## src/include/rcr_pkg.sv

```systemverilog
`default_nettype none
package rcr_pkg;
   localparam int NUM_CH = 4;
   localparam int CLK_HZ = 50_000_000;

   // five-level strap codes
   localparam logic [2:0] LVL0 = 3'h0;
   localparam logic [2:0] LVL1 = 3'h1;
   localparam logic [2:0] LVL2 = 3'h2;
   localparam logic [2:0] LVL3 = 3'h3;
   localparam logic [2:0] LVL4 = 3'h4;

   // gain codes per strap level
   localparam logic [2:0] GAIN_L0 = 3'h0;
   localparam logic [2:0] GAIN_L1 = 3'h1;
   localparam logic [2:0] GAIN_L2 = 3'h3;
   localparam logic [2:0] GAIN_L3 = 3'h7;
   localparam logic [2:0] GAIN_L4 = 3'h5;

   // detect timing
   localparam int POLL_US = 150;
   localparam int POLL_CYC = POLL_US * (CLK_HZ / 1_000_000);
   localparam int PROBE_CYC = 64;
   localparam logic [2:0] NEED_L1 = 3'h3;
   localparam logic [2:0] NEED_L2 = 3'h2;
   localparam logic [2:0] NEED_L4 = 3'h1;

   // register offsets (byte addresses, word aligned)
   localparam logic [3:0] REG_CTRL   = 4'h0;
   localparam logic [3:0] REG_STATUS = 4'h4;
   localparam logic [3:0] REG_RETRIG = 4'h8;
   localparam logic [3:0] REG_GAIN   = 4'hc;
   localparam logic [3:0] REG_BOOST  = 4'h0 + 4'h0;
   localparam logic CTRL_RESET = 1'b0;

   typedef struct packed {
      logic [3:0] firstBoostCode;
      logic [2:0] secondBoostCode;
      logic [3:0] boostShapeCode;
      logic       firstBoostSkip;
   } rcr_boost_type;

   typedef struct packed {
      logic [2:0] boostHigh;
      logic [2:0] boostLow;
      logic [2:0] gain;
      logic [2:0] detect;
   } rcr_strap_type;

   typedef enum logic [3:0] {
      ST_IDLE  = 4'b0001,
      ST_PROBE = 4'b0010,
      ST_WAIT  = 4'b0100,
      ST_DONE  = 4'b1000
   } rcr_det_type;
endpackage
`default_nettype wire

```

## src/rtl/rcr_top.sv

```systemverilog
// Notes on behaviour
// - strap mode: gain strap sets one gain for all four channels
// - bus mode: each channel holds its own gain code
// - gain strap levels 0..4 give codes 0,1,3,7,5; floating gives 5
// - gain strap only matters in strap mode
// - detect starts at power-up, powerdown/select event, or bus write
// - power-up or pin event starts detection on all channels
// - a bus write can restart detection on one channel
// - detect strap level 0 disables detection; plain buffer
// - detect strap level 1 needs three consecutive detections
// - detect strap level 2 needs two consecutive; level 3 reserved
// - floating detect strap retries about every 150 us
// - impedance high-Z until detect succeeds, then 50 ohm; detect strap level 0 or 3 gives 50 ohm once straps are captured
// - powerdown high resets channels and forces high-Z
// - straps sampled once after power-up, later changes ignored
// - strap mode: both boost straps pick one index for all
// - powerdown high places device in standby
`default_nettype none
module rcr_top (
   input  wire logic        clk,               // 50 MHz
   input  wire logic        rst,               // async, high
   input  wire logic [2:0]  boostStrapHigh,    // five-level code
   input  wire logic [2:0]  boostStrapLow,     // five-level code
   input  wire logic [2:0]  gainStrap,         // five-level code
   input  wire logic [2:0]  detectStrap,       // five-level code
   input  wire logic        powerdownPin,      // async pin
   input  wire logic        selectPin,         // async pin
   input  wire logic [3:0]  termSense,         // far-end seen, async
   input  wire logic [3:0]  address,           // avalon byte address
   input  wire logic        read,              // avalon read
   input  wire logic        write,             // avalon write
   input  wire logic [31:0] writedata,         // avalon write data
   output logic      [31:0] readdata,          // avalon read data
   output logic             waitrequest,       // avalon wait
   output logic      [11:0] gainCodes,         // 3 bits per channel
   output logic      [47:0] boostCodes,        // 12 bits per channel
   output logic      [3:0]  termOn,            // 1 = 50 ohm
   output logic      [3:0]  probeOn,           // detect pulse active
   output logic             standby            // low-power state
);
   localparam int PW = $clog2(rcr_pkg::POLL_CYC + 1);

   function automatic logic [2:0] gainMap(input logic [2:0] lvl);
      unique case (lvl)
         rcr_pkg::LVL0: gainMap = rcr_pkg::GAIN_L0;
         rcr_pkg::LVL1: gainMap = rcr_pkg::GAIN_L1;
         rcr_pkg::LVL2: gainMap = rcr_pkg::GAIN_L2;
         rcr_pkg::LVL3: gainMap = rcr_pkg::GAIN_L3;
         default:       gainMap = rcr_pkg::GAIN_L4;
      endcase
   endfunction

   function automatic logic [11:0] boostMap(input logic [4:0] idx);
      logic [3:0] s1;
      logic [2:0] s2;
      logic [3:0] pr;
      logic       by;
      s1 = 4'h0;
      s2 = 3'h0;
      pr = 4'h0;
      by = 1'b0;
      unique case (idx)
         5'h00: begin s1 = 4'h0; by = 1'b1; end
         5'h01: begin s1 = 4'h1; by = 1'b1; end
         5'h02: begin s1 = 4'h3; by = 1'b1; end
         5'h03: begin s1 = 4'h7; by = 1'b1; end
         5'h04: begin s1 = 4'h7; s2 = 3'h1; by = 1'b1; end
         5'h05: begin s1 = 4'h0; pr = 4'h1; end
         5'h06: begin s1 = 4'h1; pr = 4'h1; end
         5'h07: begin s1 = 4'h2; pr = 4'h1; end
         5'h08: begin s1 = 4'h3; pr = 4'h3; end
         5'h09: begin s1 = 4'h4; pr = 4'h3; end
         5'h0a: begin s1 = 4'h5; s2 = 3'h1; pr = 4'h7; end
         5'h0b: begin s1 = 4'h6; s2 = 3'h1; pr = 4'h7; end
         5'h0c: begin s1 = 4'h8; s2 = 3'h1; pr = 4'h7; end
         5'h0d: begin s1 = 4'ha; s2 = 3'h1; pr = 4'h7; end
         5'h0e: begin s1 = 4'ha; s2 = 3'h2; pr = 4'hf; end
         5'h0f: begin s1 = 4'hb; s2 = 3'h3; pr = 4'hf; end
         5'h10: begin s1 = 4'hc; s2 = 3'h4; pr = 4'hf; end
         5'h11: begin s1 = 4'hd; s2 = 3'h5; pr = 4'hf; end
         5'h12: begin s1 = 4'he; s2 = 3'h6; pr = 4'hf; end
         default: begin s1 = 4'hf; s2 = 3'h7; pr = 4'hf; end
      endcase
      boostMap = {s1, s2, pr, by};
   endfunction

   // pin synchronisers; straps ride along, they are read only once
   logic [17:0] syncA_reg, syncB_reg;
   logic       pdLast_reg, selLast_reg;
   always_ff @(posedge clk or posedge rst) begin
      if (rst) begin
         syncA_reg   <= 18'h00000;
         syncB_reg   <= 18'h00000;
         pdLast_reg  <= 1'b0;
         selLast_reg <= 1'b0;
      end else begin
         syncA_reg   <= {boostStrapHigh, boostStrapLow, gainStrap,
                         detectStrap, selectPin, powerdownPin, termSense};
         syncB_reg   <= syncA_reg;
         pdLast_reg  <= syncB_reg[4];
         selLast_reg <= syncB_reg[5];
      end
   end
   logic       pdSync, pinEvent;
   logic [3:0] senseSync;
   assign pdSync    = syncB_reg[4];
   assign senseSync = syncB_reg[3:0];
   assign pinEvent  = (pdLast_reg & ~pdSync) | (selLast_reg ^ syncB_reg[5]);

   // strap capture once after reset release
   rcr_pkg::rcr_strap_type strap_reg, strap_next;
   logic                   captured_reg, captured_next;
   logic [1:0]             warm_reg, warm_next;
   always_comb begin
      strap_next    = strap_reg;
      warm_next     = {warm_reg[0], 1'b1};
      captured_next = captured_reg | warm_reg[1];
      if (warm_reg[1] && !captured_reg)
         strap_next = rcr_pkg::rcr_strap_type'(syncB_reg[17:6]);
   end
   always_ff @(posedge clk or posedge rst) begin
      if (rst) begin
         strap_reg    <= '0;
         captured_reg <= 1'b0;
         warm_reg     <= 2'h0;
      end else begin
         strap_reg    <= strap_next;
         captured_reg <= captured_next;
         warm_reg     <= warm_next;
      end
   end

   // bus registers: ctrl bit0 = bus mode, status = termOn, retrig, gains
   logic        busMode_reg, busMode_next;
   logic [11:0] gainBus_reg, gainBus_next;
   logic [3:0]  retrig_reg, retrig_next;
   logic [31:0] readdata_next;
   logic        waitrequest_next;
   logic        access;
   assign access = (read | write) & waitrequest;
   always_comb begin
      busMode_next     = busMode_reg;
      gainBus_next     = gainBus_reg;
      retrig_next      = 4'h0;
      readdata_next    = readdata;
      waitrequest_next = 1'b1;
      if (access) begin
         waitrequest_next = 1'b0;
         readdata_next    = 32'h0;
         if (read) begin
            unique case (address)
               rcr_pkg::REG_CTRL:   readdata_next = {31'h0, busMode_reg};
               rcr_pkg::REG_STATUS: readdata_next = {28'h0, termOn};
               rcr_pkg::REG_GAIN:   readdata_next = {20'h0, gainBus_reg};
               default:             readdata_next = 32'h0;
            endcase
         end
      end
      // a write lands only on the edge where the master sees the answer
      if (write && !waitrequest) begin
         unique case (address)
            rcr_pkg::REG_CTRL:   busMode_next = writedata[0];
            rcr_pkg::REG_RETRIG: retrig_next = writedata[3:0];
            rcr_pkg::REG_GAIN:   gainBus_next = writedata[11:0];
            default: ;
         endcase
      end
   end
   always_ff @(posedge clk or posedge rst) begin
      if (rst) begin
         busMode_reg <= rcr_pkg::CTRL_RESET;
         gainBus_reg <= {4{rcr_pkg::GAIN_L4}};
         retrig_reg  <= 4'h0;
         readdata    <= 32'h0;
         waitrequest <= 1'b1;
      end else begin
         busMode_reg <= busMode_next;
         gainBus_reg <= gainBus_next;
         retrig_reg  <= retrig_next;
         readdata    <= readdata_next;
         waitrequest <= waitrequest_next;
      end
   end

   // gain and boost decode
   logic [11:0] gainCodes_next;
   logic [47:0] boostCodes_next;
   logic [4:0]  boostIdx;
   logic        standby_next;
   assign boostIdx = 5'(strap_reg.boostHigh) * 5'h5 + 5'(strap_reg.boostLow);
   always_comb begin
      if (busMode_reg)
         gainCodes_next = gainBus_reg;
      else
         gainCodes_next = {4{gainMap(strap_reg.gain)}};
      boostCodes_next = {4{boostMap(boostIdx)}};
      standby_next    = pdSync;
   end
   always_ff @(posedge clk or posedge rst) begin
      if (rst) begin
         gainCodes  <= {4{rcr_pkg::GAIN_L4}};
         boostCodes <= 48'h0;
         standby    <= 1'b0;
      end else begin
         gainCodes  <= gainCodes_next;
         boostCodes <= boostCodes_next;
         standby    <= standby_next;
      end
   end

   // per-channel detect machines
   logic [2:0] need;
   logic       detEnable;
   logic       kickAll;
   logic       kickAll_reg;
   always_comb begin
      unique case (strap_reg.detect)
         rcr_pkg::LVL1: need = rcr_pkg::NEED_L1;
         rcr_pkg::LVL2: need = rcr_pkg::NEED_L2;
         default:       need = rcr_pkg::NEED_L4;
      endcase
   end
   // level 3 reserved: treated as no detection, like level 0
   assign detEnable = (strap_reg.detect != rcr_pkg::LVL0) &&
                      (strap_reg.detect != rcr_pkg::LVL3);
   // first cycle after strap capture is the power-up trigger
   assign kickAll = pinEvent | kickAll_reg;
   always_ff @(posedge clk or posedge rst) begin
      if (rst)
         kickAll_reg <= 1'b0;
      else
         kickAll_reg <= warm_reg[1] & ~captured_reg;
   end

   wire logic [3:0] termNext, probeNext;
   genvar c;
   generate
      for (c = 0; c < rcr_pkg::NUM_CH; c++) begin : g_ch
         rcr_pkg::rcr_det_type st_reg, st_next;
         logic [PW-1:0] cnt_reg, cnt_next;
         logic [2:0]    hits_reg, hits_next;
         logic          term_next, probe_next;
         always_comb begin
            st_next    = st_reg;
            cnt_next   = cnt_reg;
            hits_next  = hits_reg;
            unique case (st_reg)
               rcr_pkg::ST_IDLE: ;
               rcr_pkg::ST_PROBE: begin
                  cnt_next = cnt_reg - PW'(1);
                  if (cnt_reg == '0) begin
                     if (senseSync[c] && hits_reg + 3'h1 >= need)
                        st_next = rcr_pkg::ST_DONE;
                     else begin
                        hits_next = senseSync[c] ? hits_reg + 3'h1 : 3'h0;
                        st_next   = rcr_pkg::ST_WAIT;
                        cnt_next  = PW'(rcr_pkg::POLL_CYC - 1);
                     end
                  end
               end
               rcr_pkg::ST_WAIT: begin
                  cnt_next = cnt_reg - PW'(1);
                  if (cnt_reg == '0) begin
                     st_next  = rcr_pkg::ST_PROBE;
                     cnt_next = PW'(rcr_pkg::PROBE_CYC - 1);
                  end
               end
               rcr_pkg::ST_DONE: ;
            endcase
            if ((kickAll | retrig_reg[c]) && detEnable) begin
               st_next   = rcr_pkg::ST_PROBE;
               cnt_next  = PW'(rcr_pkg::PROBE_CYC - 1);
               hits_next = 3'h0;
            end
            if (pdSync || !detEnable) begin
               st_next   = rcr_pkg::ST_IDLE;
               hits_next = 3'h0;
            end
            term_next  = (st_next == rcr_pkg::ST_DONE) |
                         (!detEnable & !pdSync & captured_reg);
            probe_next = (st_next == rcr_pkg::ST_PROBE);
         end
         always_ff @(posedge clk or posedge rst) begin
            if (rst) begin
               st_reg     <= rcr_pkg::ST_IDLE;
               cnt_reg    <= '0;
               hits_reg   <= 3'h0;
            end else begin
               st_reg     <= st_next;
               cnt_reg    <= cnt_next;
               hits_reg   <= hits_next;
            end
         end
         assign termNext[c]  = term_next;
         assign probeNext[c] = probe_next;
         a_pd_hiz: assert property (@(posedge clk) disable iff (rst)
            pdSync |=> !termOn[c])
            else $error("termination on during powerdown");
         a_term_done: assert property (@(posedge clk) disable iff (rst)
            $rose(termOn[c]) && detEnable |-> st_reg == rcr_pkg::ST_DONE)
            else $error("termination on before detect done");
         a_probe_hiz: assert property (@(posedge clk) disable iff (rst)
            probeOn[c] |-> !termOn[c])
            else $error("termination on while probing");
         a_buffer_term: assert property (@(posedge clk) disable iff (rst)
            captured_reg && !detEnable && !pdSync |=> termOn[c])
            else $error("buffer mode without termination");
      end
   endgenerate
   always_ff @(posedge clk or posedge rst) begin
      if (rst) begin
         termOn  <= 4'h0;
         probeOn <= 4'h0;
      end else begin
         termOn  <= termNext;
         probeOn <= probeNext;
      end
   end

   a_gain_strap: assert property (@(posedge clk) disable iff (rst)
      !busMode_reg && captured_reg |=>
      gainCodes[2:0] == gainMap(strap_reg.gain))
      else $error("strap gain code wrong");
   a_strap_hold: assert property (@(posedge clk) disable iff (rst)
      captured_reg |=> $stable(strap_reg))
      else $error("strap changed after capture");
endmodule
`default_nettype wire
```

## config.mk

```make
export PLATFORM = sky130hd
export DESIGN_NAME = rcr_top
export DESIGN_NICKNAME = d
export VERILOG_FILES = /design/src/include/rcr_pkg.sv /design/src/rtl/rcr_top.sv
export SDC_FILE = /design/constraint.sdc
export NUM_CORES = 1
export LEC_CHECK = 0
export BUFFER_PORTS_ARGS = -buffer_cell sky130_fd_sc_hd__buf_2
export CAP_MARGIN = 30
export CORE_MARGIN = 4
export CORE_UTILIZATION = 45
export CTS_BUF_LIST = sky130_fd_sc_hd__clkbuf_8
export DETAILED_ROUTE_END_ITERATION = 7
export GPL_TIMING_DRIVEN = 1
export PLACE_DENSITY = 0.66
export SLEW_MARGIN = 40
export SYNTH_ARGS = -nofsm -noshare
export SYNTH_HDL_FRONTEND = slang
export SYNTH_SLANG_ARGS = --single-unit
```

## constraint.sdc

```tcl
create_clock -name clk -period 6.8 [get_ports clk]
set_input_delay 0.34 -clock clk [delete_from_list [all_inputs] [get_ports clk]]
set_output_delay 0.34 -clock clk [all_outputs]
set_load 0.1 [all_outputs]
```

Yosys cells after proc, flatten, opt, wreduce, memory -nomap -nowiden
Cells that the tools add are included.
W data, S select, Z words.
{ "word_totals": {"out_inout_bits": 102, "register_bits": 252, "in_bits": 58, "word_cells": 246} }
{ "op_classes": {"mux": 80, "mul": 1, "magnitude_cmp": 4, "n_reduce_logical": 53, "n_bitwise": 20, "n_eq_ne": 47, "addsub": 9} }
{ "ops": {"columns": ["op", "n"], "rows": [
  ["$mux W13", 16],
  ["$pmux W13 S2", 4],
  ["$mux W4", 22],
  ["$mux W3", 24],
  ["$pmux W4 S14", 1],
  ["$logic_not A13 Y1", 4],
  ["$sub A13 B1 Y13 const B", 4],
  ["$eq A5 B4 Y1 const B", 8],
  ["$reduce_bool A3 Y1", 13],
  ["$pmux W12 S3", 1],
  ["$eq A4 B2 Y1 const B", 8],
  ["$pmux W4 S2", 4],
  ["$eq A4 B4 Y1 const B", 6],
  ["$mux W12", 2],
  ["$pmux W3 S7", 1],
  ["$eq A4 B3 Y1 const B", 5],
  ["$eq A5 B3 Y1 const B", 4],
  ["$pmux W4 S4", 1],
  ["$eq A5 B5 Y1 const B", 3],
  ["$add A3 B1 Y3 const B", 4],
  ["$ge A3 B3 Y1", 4],
  ["$or A1 B1 Y1", 12],
  ["$pmux W3 S4", 1],
  ["$reduce_and A3 Y1", 4],
  ["25 further kinds", 58]
]} }

Depth between registers and ports, before layout
Gate-level depths: netlist (run 1).
{ "depth": {"word_depth": 11, "ltp_mapped": 10, "depth_no_buf": 9} }

Worst setup path before layout (run 1)
OpenSTA, ideal clock, no wires.
{ "synth_path": {"kind": "register to register", "from": "register strap_reg[9] in the netlist's numbering", "to": "register boostCodes[44]", "t_required_ns": 6.696, "setup_slack_ns": 4.150, "path_stages_with_launch": 9, "synth_period_minus_slack_ns": 2.650, "arrival_time_ns": 2.547, "setup_time_ns": 0.104, "n_path_buf": 0, "cell_sequence": "dfrtp_1 ha_1 ha_1 inv_1 fa_1 xnor2_1 nor2_1 mux2_2 a221oi_1"} }
{ "synth_via": {"elab_chain_len": 5, "word_cells_on_any_way": 27, "cone_classes": "add/sub (1); mul (1); eq/ne (18); mux (1); reduce/logical (6)"} }
{ "synth_lines": {"columns": ["item", "line", "rtl"], "rows": [
  ["start, declared", "rcr_top.sv:111", "rcr_pkg::rcr_strap_type strap_reg, strap_next;"],
  ["start signal, assigned", "rcr_top.sv:127", "strap_reg <= strap_next;"],
  ["$mul A3 B3 Y5 (*)", "rcr_top.sv:190", "assign boostIdx = 5'(strap_reg.boostHigh) * 5'h5 + 5'(strap_reg.boostLow);"],
  ["$add A5 B3 Y5 (*)", "rcr_top.sv:190", null],
  ["$eq A5 B4 Y1, or another cell as far along", "rcr_top.sv:62", "unique case (idx)"],
  ["$reduce_or A2 Y1 (no source line)", null, null],
  ["$pmux W4 S14 (*)", "rcr_top.sv:62", null],
  ["via boostCodes_next[20]", "rcr_top.sv:187", "logic [47:0] boostCodes_next;"],
  ["end signal, assigned", "rcr_top.sv:206", "boostCodes <= boostCodes_next;"],
  ["end, declared", "rcr_top.sv:36", "output logic [47:0] boostCodes,"]
]} }
The timed path passes the listed nets; every way through them passes the cells marked *.
A chain may end at the register's enable or synchronous reset.

Final worst setup path (run 1)
Same ends and word-level chain as after synthesis.

==> impl_metrics.py, run 1 <==
metrics = {
    "outcome": {
        "status": "complete, no violations",
    },
    "worst_setup_path": {
        "critPathCapture": "boostCodes[44]$_DFF_PP0_",
        "end_kind": "flip-flop",
        "crit_type": "flip-flop to flip-flop",
        "rr_endpoint": "boostCodes[44]$_DFF_PP0_",
        "crit_required_ps": 7170,
        "crit_chain": "ha_1, ha_1, inv_1, fa_1, xnor2_1, nor2_1, mux2_2, a221oi_1",
        "startpoint": "strap_reg[9]$_DFFE_PP0P_",
        "reg2reg_from": "strap_reg[9]$_DFFE_PP0P_",
        "rrSetupSlack_ps": 3790,
        "critPathMaxStageDelay_ps": 590,
        "reg2regPathDepth": 8,
        "crit_top_cell": "ha_1",
        "crit_path_start_kind": "flip-flop",
        "critPathArrivalTime_ps": 3380,
        "path_max_fanout": 9,
        "cp_slowest_cell": "xnor2_1",
    },
    "global_route": {
        "grt_pass1_wl_mm": 33.7,
        "busiest_layer": "met2",
        "grt_util_met3_pct": 4.81,
        "use_met2_pct": 27.5,
        "antenna_found_initial": 0,
        "grt_pass1_vias": 6835,
        "grtUsageMet1_pct": 23.1,
        "gr-usage-all-layers_pct": 17.2,
        "grt_overflow": 0,
        "grt_max_degree": 83,
    },
    "die": {
        "io-pin-count": 160,
        "placement_rows": 53,
        "die_h_um": 154,
        "die_x_um": 154,
        "initial_core_util_pct": 45.7,
        "dieArea_sq_mm": 0.0237,
        "core-area_sq_mm": 0.0210,
    },
    "logic_synthesis": {
        "async_reset_ff_share_pct": 100,
        "synth.distinct_cells": 82,
        "postSynthCellCount": 909,
        "synth_seq_cells": 196,
        "yosys_warnings": 0,
        "seq_area_frac_synth_pct": 51.5,
        "synth_edf_count": 0,
        "ys.flop_type": "dfrtp_1",
        "synth_area_per_cell_sq_um": 10.5,
        "syn-cell-area_sq_mm": 0.00958,
    },
    "clock_tree": {
        "cts_buffers": 17,
        "cts_buffer_depth": 2,
        "cts_tree": "yes",
        "clock-root-buffer": "clkbuf_8",
        "post_cts_buffers": 0,
        "cts.clk_slew.worst_paths_ps": 120,
        "cts-htree-levels": 4,
        "hold_buffers": 19,
        "cts_sinks": 196,
        "clock_latency_ps": 470,
        "ctsResizeCount": 0,
    },
    "timing": {
        "fmaxAchievable_mhz": 332,
        "finalHoldViolCount": 0,
        "finalSetupTns_ps": 0,
        "worstMarginPinSlew_ps": 776,
        "final.setup.worst_slack_ps": 3790,
        "min_period_over_period_pct": 44.3,
        "finalSetupViolCount": 0,
        "skew_ps": 19.0,
        "slew_headroom_pct": 48.2,
        "min_period_ps": 3010,
        "drv_slew": 0,
        "rsz0062_at_grt": "false",
    },
    "drt": {
        "drt_first_iter_violations": 381,
        "ant_nets": 0,
        "wl_per_cell_um": 15.4,
        "routed_wl_mm": 19.9,
        "avgViaCountPerCell": 5.43,
        "num_vias": 7053,
        "drcViolationCount": 0,
        "drt_first_pass_iters": 5,
    },
    "power_and_ir_drop": {
        "total_power_mw": 3.97,
        "ir_drop_mv": 0.459,
        "leakage_nw": 4.87,
        "p_per_area_mw_per_mm2": 370,
    },
    "placement": {
        "port_buffers": 119,
        "gp_congestion": 0.862,
        "hpwl_mm": 14.2,
        "placed_cell_area_sq_mm": 0.0102,
        "dp_cells": 1247,
        "dp_worst_setup_slack_ps": 3810,
    },
    "final_layout": {
        "largest_reg_flops": 52,
        "area_growth_pct": 12.2,
        "layout.nets": 1093,
        "antennaDiodeCount": 0,
        "final_cell_mix": "175 x dfrtp_1, 119 x buf_2, 70 x nand2_1",
        "layout.cells.non_filler": 1298,
        "drive_above_1_share_pct": 22.8,
        "final_common_cell": "dfrtp_1",
        "final_area_sq_mm": 0.0108,
    },
    "job": {
        "cap_violations": 0,
    },
    "worst_hold_path": {
        "hp-start": "writedata[8]",
        "hold_path_class": "input pin to flip-flop",
    },
}
synthesized netlist by cell type, types with 15 or more instances:
master	count	share of area, %
a21oi_1	42	2.2
nor3_1	25	1.3
dfstp_2	21	5.8
nand2b_1	17	1.1
clkbuf_1	18	0.71
inv_1	38	1.5
nand2_1	70	2.7
buf_4	56	4.4
mux2_2	16	1.9
dfrtp_1	175	46
nor4_1	17	1.1
nand3_1	15	0.78
ha_1	24	3.1
o21ai_0	43	2.2
nor2_1	64	2.5
worst max-delay path, delay by kind of cell, from the launching register on:
| family | cells | cell delay (ps) |
|---|---|---|
| DFF | 1 | 420 |
| xor gates and xnor gates | 1 | 590 |
| muxes | 1 | 310 |
| buffers and inverters | 1 | 60 |
| adders and majority gates | 3 | 1070 |
| AOI/OAI and AO/OA | 1 | 310 |
| and+or+nand+nor | 1 | 150 |
layout make-up:
| cell class | instances | area [sq um] |
|---|---|---|
| Fill cell | 1908 | 10200 |
| Tap cell | 275 | 344 |
| Clock inverter | 15 | 163 |
| Multi-Input combinational cell | 614 | 4090 |
| Timing Repair Buffer | 143 | 847 |
| Inverter | 38 | 150 |
| Clock buffer | 17 | 234 |
| Sequential cell | 196 | 4930 |
logic make-up (layout without fill, tap and decap cells):
group	after synthesis	in the layout	share of synthesized area [%]
compound gates	222	222	16.4
mux	25	25	2.82
other cells	2	21	0.0784
fa+ha+maj	25	25	3.34
flops	196	196	51.5
xor+xnor	18	18	1.80
buf+inv	118	213	6.87
simple gates	303	303	17.2
report_power, final:
group,switching [mW],internal (mW),total (mW)
clock,0.460,0.277,0.738
combinational,1.57,0.280,1.85
sequential,0.0873,1.30,1.39
total,2.12,1.86,3.97
per-layer routing:
| metal | share of wire, % | wire length [um] |
|---|---|---|
| met5 | 0 | 0 |
| met4 | 1.4 | 289 |
| met3 | 6.1 | 1210 |
| met2 | 47 | 9290 |
| met1 | 46 | 9150 |
how the worst min path moves through the flow:
| stage | cells after the start | end |
|---|---|---|
| 3_3_place_gp | 0 | syncB_reg[9]$_DFF_PP0_ |
| 3_5_place_dp | 0 | syncB_reg[11]$_DFF_PP0_ |
| 2_1_floorplan | 0 | syncB_reg[0]$_DFF_PP0_ |
| 6_report | 3 | gainBus_reg[8]$_DFFE_PP1P_ |
| 4_1_cts | 3 | gainBus_reg[8]$_DFFE_PP1P_ |
| 5_1_grt | 3 | gainBus_reg[5]$_DFFE_PP1P_ |
per-stage QoR:
stage               hold WS [ps]  utilization, %
floorplan                    331               -
global placement             331            48.3
detailed placement           335            48.5
CTS                         23.9            51.3
global route                36.2            51.3
finish                      67.0            51.3
(Power assumes the default switching activity.)
==> run 2, diff against run 1 <==
--- a/config.mk
+++ b/config.mk
@@ -12,7 +12,7 @@
 export CTS_BUF_LIST = sky130_fd_sc_hd__clkbuf_8
 export DETAILED_ROUTE_END_ITERATION = 7
 export GPL_TIMING_DRIVEN = 1
-export PLACE_DENSITY = 0.66
+export PLACE_DENSITY = 0.69
 export SLEW_MARGIN = 40
 export SYNTH_ARGS = -nofsm -noshare
 export SYNTH_HDL_FRONTEND = slang
==> constraint.sdc (replaced) <==
create_clock -name clk -period 2.7 [get_ports clk]
set_input_delay 0.135 -clock clk [delete_from_list [all_inputs] [get_ports clk]]
set_output_delay 0.135 -clock clk [all_outputs]
set_load 0.1 [all_outputs]
==> run 2 against run 1 <==
Compared with the run above: count of clock-buffer cells in the layout unchanged; first-iteration DRC count increased by 8.1%; sequential power increased to 2.5 times the previous value; largest power group unchanged; design area increased by 3.6%; power increased to 2.6 times the previous value; highest routed layer unchanged.
==> impl_metrics.py, run 2 (same netlist as run 1, synthesis figures left out) <==
metrics = {
    "placement": {
        "dp_worst_setup_slack_ps": -19.9,
        "placed_cell_area_sq_mm": 0.0104,
        "dp_cells": 1276,
        "port_buffers": 119,
        "gp_congestion": 0.891,
        "hpwl_mm": 14.9,
    },
    "final_layout": {
        "layout.cells.non_filler": 1344,
        "layout.nets": 1139,
        "largest_reg_flops": 52,
        "final_core_util_pct": 53.2,
        "final_common_cell": "dfrtp_1",
        "final_area_sq_mm": 0.0111,
        "drive_above_1_share_pct": 24.9,
        "final_cell_mix": "175 x dfrtp_1, 119 x buf_2, 70 x nand2_1",
        "antennaDiodeCount": 0,
        "area_growth_pct": 16.3,
    },
    "clock_tree": {
        "clock_latency_ps": 480,
        "cts_tree": "yes",
        "cts.clk_slew.worst_paths_ps": 100,
        "clock-root-buffer": "clkbuf_8",
        "cts_sinks": 196,
        "cts-htree-levels": 4,
        "cts_buffers": 17,
        "cts_buffer_depth": 2,
    },
    "timing": {
        "finalSetupTns_ps": 0,
        "worstMarginPinSlew_ps": 835,
        "timing.hold.ws_ps": 92.0,
        "skew_ps": 12.5,
        "slew_headroom_pct": 44.0,
        "fmaxAchievable_mhz": 384,
        "rsz0062_at_grt": "false",
        "finalHoldViolCount": 0,
        "final.setup.worst_slack_ps": 96.6,
        "min_period_over_period_pct": 96.4,
        "min_period_ps": 2600,
        "finalSetupViolCount": 0,
        "drv_slew": 0,
    },
    "drt": {
        "wl_per_cell_um": 15.5,
        "drcViolationCount": 0,
        "avgViaCountPerCell": 5.44,
        "routed_wl_mm": 20.8,
        "ant_nets": 0,
        "num_vias": 7306,
        "drt_first_iter_violations": 412,
        "drt_first_pass_iters": 6,
    },
    "die": {
        "placement_rows": 53,
        "die_h_um": 154,
        "io-pin-count": 160,
        "initial_core_util_pct": 45.7,
        "dieArea_sq_mm": 0.0237,
        "core-area_sq_mm": 0.0210,
        "die_x_um": 154,
    },
    "job": {
        "cap_violations": 0,
    },
    "worst_setup_path": {
        "crit_required_ps": 3090,
        "crit_top_cell": "ha_1",
        "crit_type": "flip-flop to flip-flop",
        "end_kind": "flip-flop",
        "critPathArrivalTime_ps": 2990,
        "crit_chain": "ha_1, ha_1, ha_1, a21o_1, a21oi_2, xnor2_2, mux2_2, a221oi_2",
        "cp_slowest_cell": "dfrtp_1",
        "path_max_fanout": 5,
        "critPathMaxStageDelay_ps": 410,
        "crit_path_start_kind": "flip-flop",
    },
    "global_route": {
        "grt_max_degree": 68,
        "grt_pass1_wl_mm": 34.8,
        "grt_pass1_vias": 7197,
        "antenna_found_initial": 0,
        "grt_overflow": 0,
        "gr-usage-all-layers_pct": 17.6,
    },
    "power_and_ir_drop": {
        "leakage_nw": 5.09,
        "total_power_mw": 10.2,
        "p_per_area_mw_per_mm2": 913,
        "ir_drop_mv": 1.01,
    },
    "worst_hold_path": {
        "hold_path_class": "input pin to flip-flop",
    },
    "outcome": {
        "status": "complete, no violations",
    },
}
[run 2: critical path, delay by kind of cell (launching register included)]
family                     cells  cell delay, ps
AOI/OAI and AO/OA              3             620
xor gates and xnor gates       1             180
adders and majority gates      3             910
DFF                            1             410
muxes                          1             400
[run 2: final cells by class]
cell class | instances | area [sq um]
Fill cell | 1854 | 9810
Sequential cell | 196 | 4930
Multi-Input combinational cell | 614 | 4100
Timing Repair Buffer | 189 | 1240
Tap cell | 275 | 344
Clock buffer | 17 | 234
Clock inverter | 15 | 149
Inverter | 38 | 146
[run 2: worst paths after layout]
check | slack, ps | cells past startpoint | startpoint | endpoint
worst min-delay path | 90 | 3 | address[2] | retrig_reg[1]$_DFF_PP0_
worst max-delay path | 100 | 8 | strap_reg[9]$_DFFE_PP0P_ | boostCodes[44]$_DFF_PP0_
min in group asynchronous | 320 | 3 | rst | g_ch[1].st_reg[2]$_DFF_PP0_
max in group asynchronous | 1610 | 4 | rst | g_ch[3].st_reg[0]$_DFF_PP1_
worst min register to register | 350 | 0 | syncA_reg[12]$_DFF_PP0_ | syncB_reg[12]$_DFF_PP0_
worst max register to register | 100 | 8 | strap_reg[9]$_DFFE_PP0P_ | boostCodes[44]$_DFF_PP0_
[run 2: power breakdown]
part | leakage (nW) | total, mW | internal, mW | switching, mW
Sequential | 2.38 | 3.48 | 3.28 | 0.205
Clock | 0.202 | 1.85 | 0.757 | 1.10
Combinational | 2.51 | 4.84 | 0.817 | 4.02
Total | 5.09 | 10.2 | 4.85 | 5.32
[run 2: metal layers]
metal	vias up	global-route usage (%)	wire, um
met1	3575	23.8	9350
met2	192	28.9	10100
li1	3518	-	-
met3	21	4.33	1100
met5	-	0	0
met4	0	4.33	251
[run 2: repair_timing]
action	CTS	global route
buffers inserted	0	3
hold endpoints to repair	60	0
hold buffers	33	0
resized for setup	3	3
pin swaps	0	2
endpoints found under the setup margin	2	3
==> run 3, diff against run 2 <==
--- a/config.mk
+++ b/config.mk
@@ -9,7 +9,6 @@
 export CAP_MARGIN = 30
 export CORE_MARGIN = 4
 export CORE_UTILIZATION = 45
-export CTS_BUF_LIST = sky130_fd_sc_hd__clkbuf_8
 export DETAILED_ROUTE_END_ITERATION = 7
 export GPL_TIMING_DRIVEN = 1
 export PLACE_DENSITY = 0.69
==> run 3 against run 2 <==
Compared with the run above: power up 6.2%; cell count decreased by 0.15%; highest routed layer unchanged; count of clock-buffer cells in the layout increased by 2; sequential share of layout area is 0.69 points lower; critical endpoint unchanged; design area increased by 1.6%; via count is 0.18% lower; global-route usage up 0.17 points; routed wire length is 0.36% higher; register-to-register slack better by 20 ps.
==> impl_metrics.py, run 3 (same netlist as run 1, synthesis figures left out) <==
metrics = {
    "drt": {
        "drt_first_pass_iters": 5,
        "routed_wl_mm": 20.8,
        "num_vias": 7293,
        "wl_per_cell_um": 15.5,
        "drcViolationCount": 0,
        "ant_nets": 0,
        "drt_first_iter_violations": 452,
        "avgViaCountPerCell": 5.43,
    },
    "timing": {
        "timing.hold.ws_ps": 23.8,
        "min_period_ps": 2580,
        "worstMarginPinSlew_ps": 813,
        "drv_slew": 0,
        "finalSetupViolCount": 0,
        "fmaxAchievable_mhz": 388,
        "finalHoldViolCount": 0,
        "final.setup.worst_slack_ps": 119,
        "min_period_over_period_pct": 95.6,
        "rsz0062_at_grt": "false",
        "slew_headroom_pct": 45.5,
        "skew_ps": 10.6,
    },
    "placement": {
        "dp_cells": 1276,
        "gp_congestion": 0.891,
        "port_buffers": 119,
        "hpwl_mm": 14.9,
        "dp_worst_setup_slack_ps": -19.9,
    },
    "worst_setup_path": {
        "crit_top_cell": "ha_1",
        "crit_chain": "ha_1, ha_1, ha_1, a21o_1, a21oi_2, xnor2_2, mux2_4, a221oi_2",
        "critPathMaxStageDelay_ps": 410,
        "crit_type": "flip-flop to flip-flop",
        "crit_required_ps": 3040,
        "crit_path_start_kind": "flip-flop",
        "path_max_fanout": 5,
        "cp_slowest_cell": "dfrtp_1",
        "critPathArrivalTime_ps": 2920,
        "end_kind": "flip-flop",
    },
    "final_layout": {
        "layout.nets": 1137,
        "regArea_sq_mm": 0.00493,
        "multiInputGateArea_sq_mm": 0.00410,
        "final_cell_mix": "175 x dfrtp_1, 119 x buf_2, 70 x nand2_1",
        "drive_above_1_share_pct": 24.9,
        "layout.cells.non_filler": 1342,
        "area_growth_pct": 18.1,
        "largest_reg_flops": 52,
        "antennaDiodeCount": 0,
        "final_common_cell": "dfrtp_1",
        "nFillCells": 1831,
    },
    "power_and_ir_drop": {
        "leakage_nw": 5.17,
        "total_power_mw": 10.8,
        "ir_drop_mv": 1.02,
        "p_clk_share_pct": 23.0,
        "switching_share_pct": 50.0,
        "power_switching_mw": 5.40,
        "p_per_area_mw_per_mm2": 954,
        "p_seq_share_pct": 32.2,
        "combPwrFrac_pct": 44.8,
        "internal_power_mw": 5.40,
    },
    "die": {
        "placement_rows": 53,
        "initial_core_util_pct": 45.7,
        "io-pin-count": 160,
        "die_h_um": 154,
        "core-area_sq_mm": 0.0210,
        "die_x_um": 154,
        "dieArea_sq_mm": 0.0237,
    },
    "global_route": {
        "gr-usage-all-layers_pct": 17.8,
        "antenna_found_initial": 0,
        "grt_overflow": 0,
        "grt_max_degree": 68,
        "grt_pass1_vias": 7216,
        "grt_pass1_wl_mm": 35.1,
    },
    "clock_tree": {
        "clock-root-buffer": "clkbuf_16",
        "cts_buffer_depth": 2,
        "cts_buffers": 17,
        "clock_latency_ps": 430,
        "cts_tree": "yes",
        "cts-htree-levels": 4,
        "cts.clk_slew.worst_paths_ps": 70,
        "cts_sinks": 196,
    },
    "worst_hold_path": {
        "hold_path_class": "input pin to flip-flop",
    },
    "outcome": {
        "status": "complete, no violations",
    },
    "job": {
        "cap_violations": 0,
    },
}
run 3: changes by cell type in the layout (fill, tap and decap cells not counted), sizes merged:
cell,before,now
buf,156,155
clkbuf,17,19
dlygate4sd3,33,32
inv,45,43
run 3: metal layers:
layer / up-vias / wire (um) / GRT usage (%)
met5: - / 0 / 0
met4: 0 / 315 / 4.88
met3: 31 / 1120 / 4.22
met2: 203 / 10100 / 29.2
met1: 3543 / 9340 / 23.9
li1: 3516 / - / -
run 3: stage by stage:
stage | util [%] | instance area, sq um | setup TNS (ps)
global route | 54.0 | 11300 | 0
detailed placement | 49.5 | 10400 | -19.9
CTS | 53.9 | 11300 | 0
finish | 54.0 | 11300 | 0
global placement | 49.5 | 10400 | 0
floorplan | - | 9660 | 0
run 3: worst paths after layout:
path / slack [ps] / startpoint / end / cells after the start
max: 120 / strap_reg[9]$_DFFE_PP0P_ / boostCodes[44]$_DFF_PP0_ / 8
min reg2reg: 340 / syncA_reg[12]$_DFF_PP0_ / syncB_reg[12]$_DFF_PP0_ / 0
min: 20 / address[1] / readdata[0]$_DFFE_PP0P_ / 4
max reg2reg: 120 / strap_reg[9]$_DFFE_PP0P_ / boostCodes[44]$_DFF_PP0_ / 8
max in group asynchronous: 1560 / rst / g_ch[3].st_reg[0]$_DFF_PP1_ / 4
min in group asynchronous: 370 / rst / syncA_reg[1]$_DFF_PP0_ / 3
run 3: worst max-delay path: cells and delay by family, from the launching register on:
| family | cells | cell delay (ps) |
|---|---|---|
| adders and majority gates | 3 | 920 |
| AOI/OAI and AO/OA | 3 | 620 |
| xor gates and xnor gates | 1 | 200 |
| muxes | 1 | 340 |
| DFF | 1 | 410 |
run 3: repair_timing:
item	CTS	global route
hold buffers	32	0
setup buffers	0	2
resized for setup	3	5
pin swaps	0	2
endpoints found under the hold margin	60	0
endpoints found under the setup margin	2	5
run 3: area by class of cell:
class	instances	area share, %
clock buffers	19	3.82
clock inverters	13	1.25
inverters	38	1.29
multi-input cells	614	36.2
flip-flops and latches	196	43.6
well taps	275	3.04
repair buffers	187	10.8
run 3: power by group through the flow:
stage | clock, mW | combinational (mW) | sequential, mW
3_5_place_dp | 0 | 4.76 | 3.54
5_1_grt | 2.68 | 5.02 | 3.53
3_3_place_gp | 0 | 4.72 | 3.53
4_1_cts | 2.55 | 4.82 | 3.49
2_1_floorplan | 0 | 3.28 | 4.60
6_report | 2.48 | 4.84 | 3.48
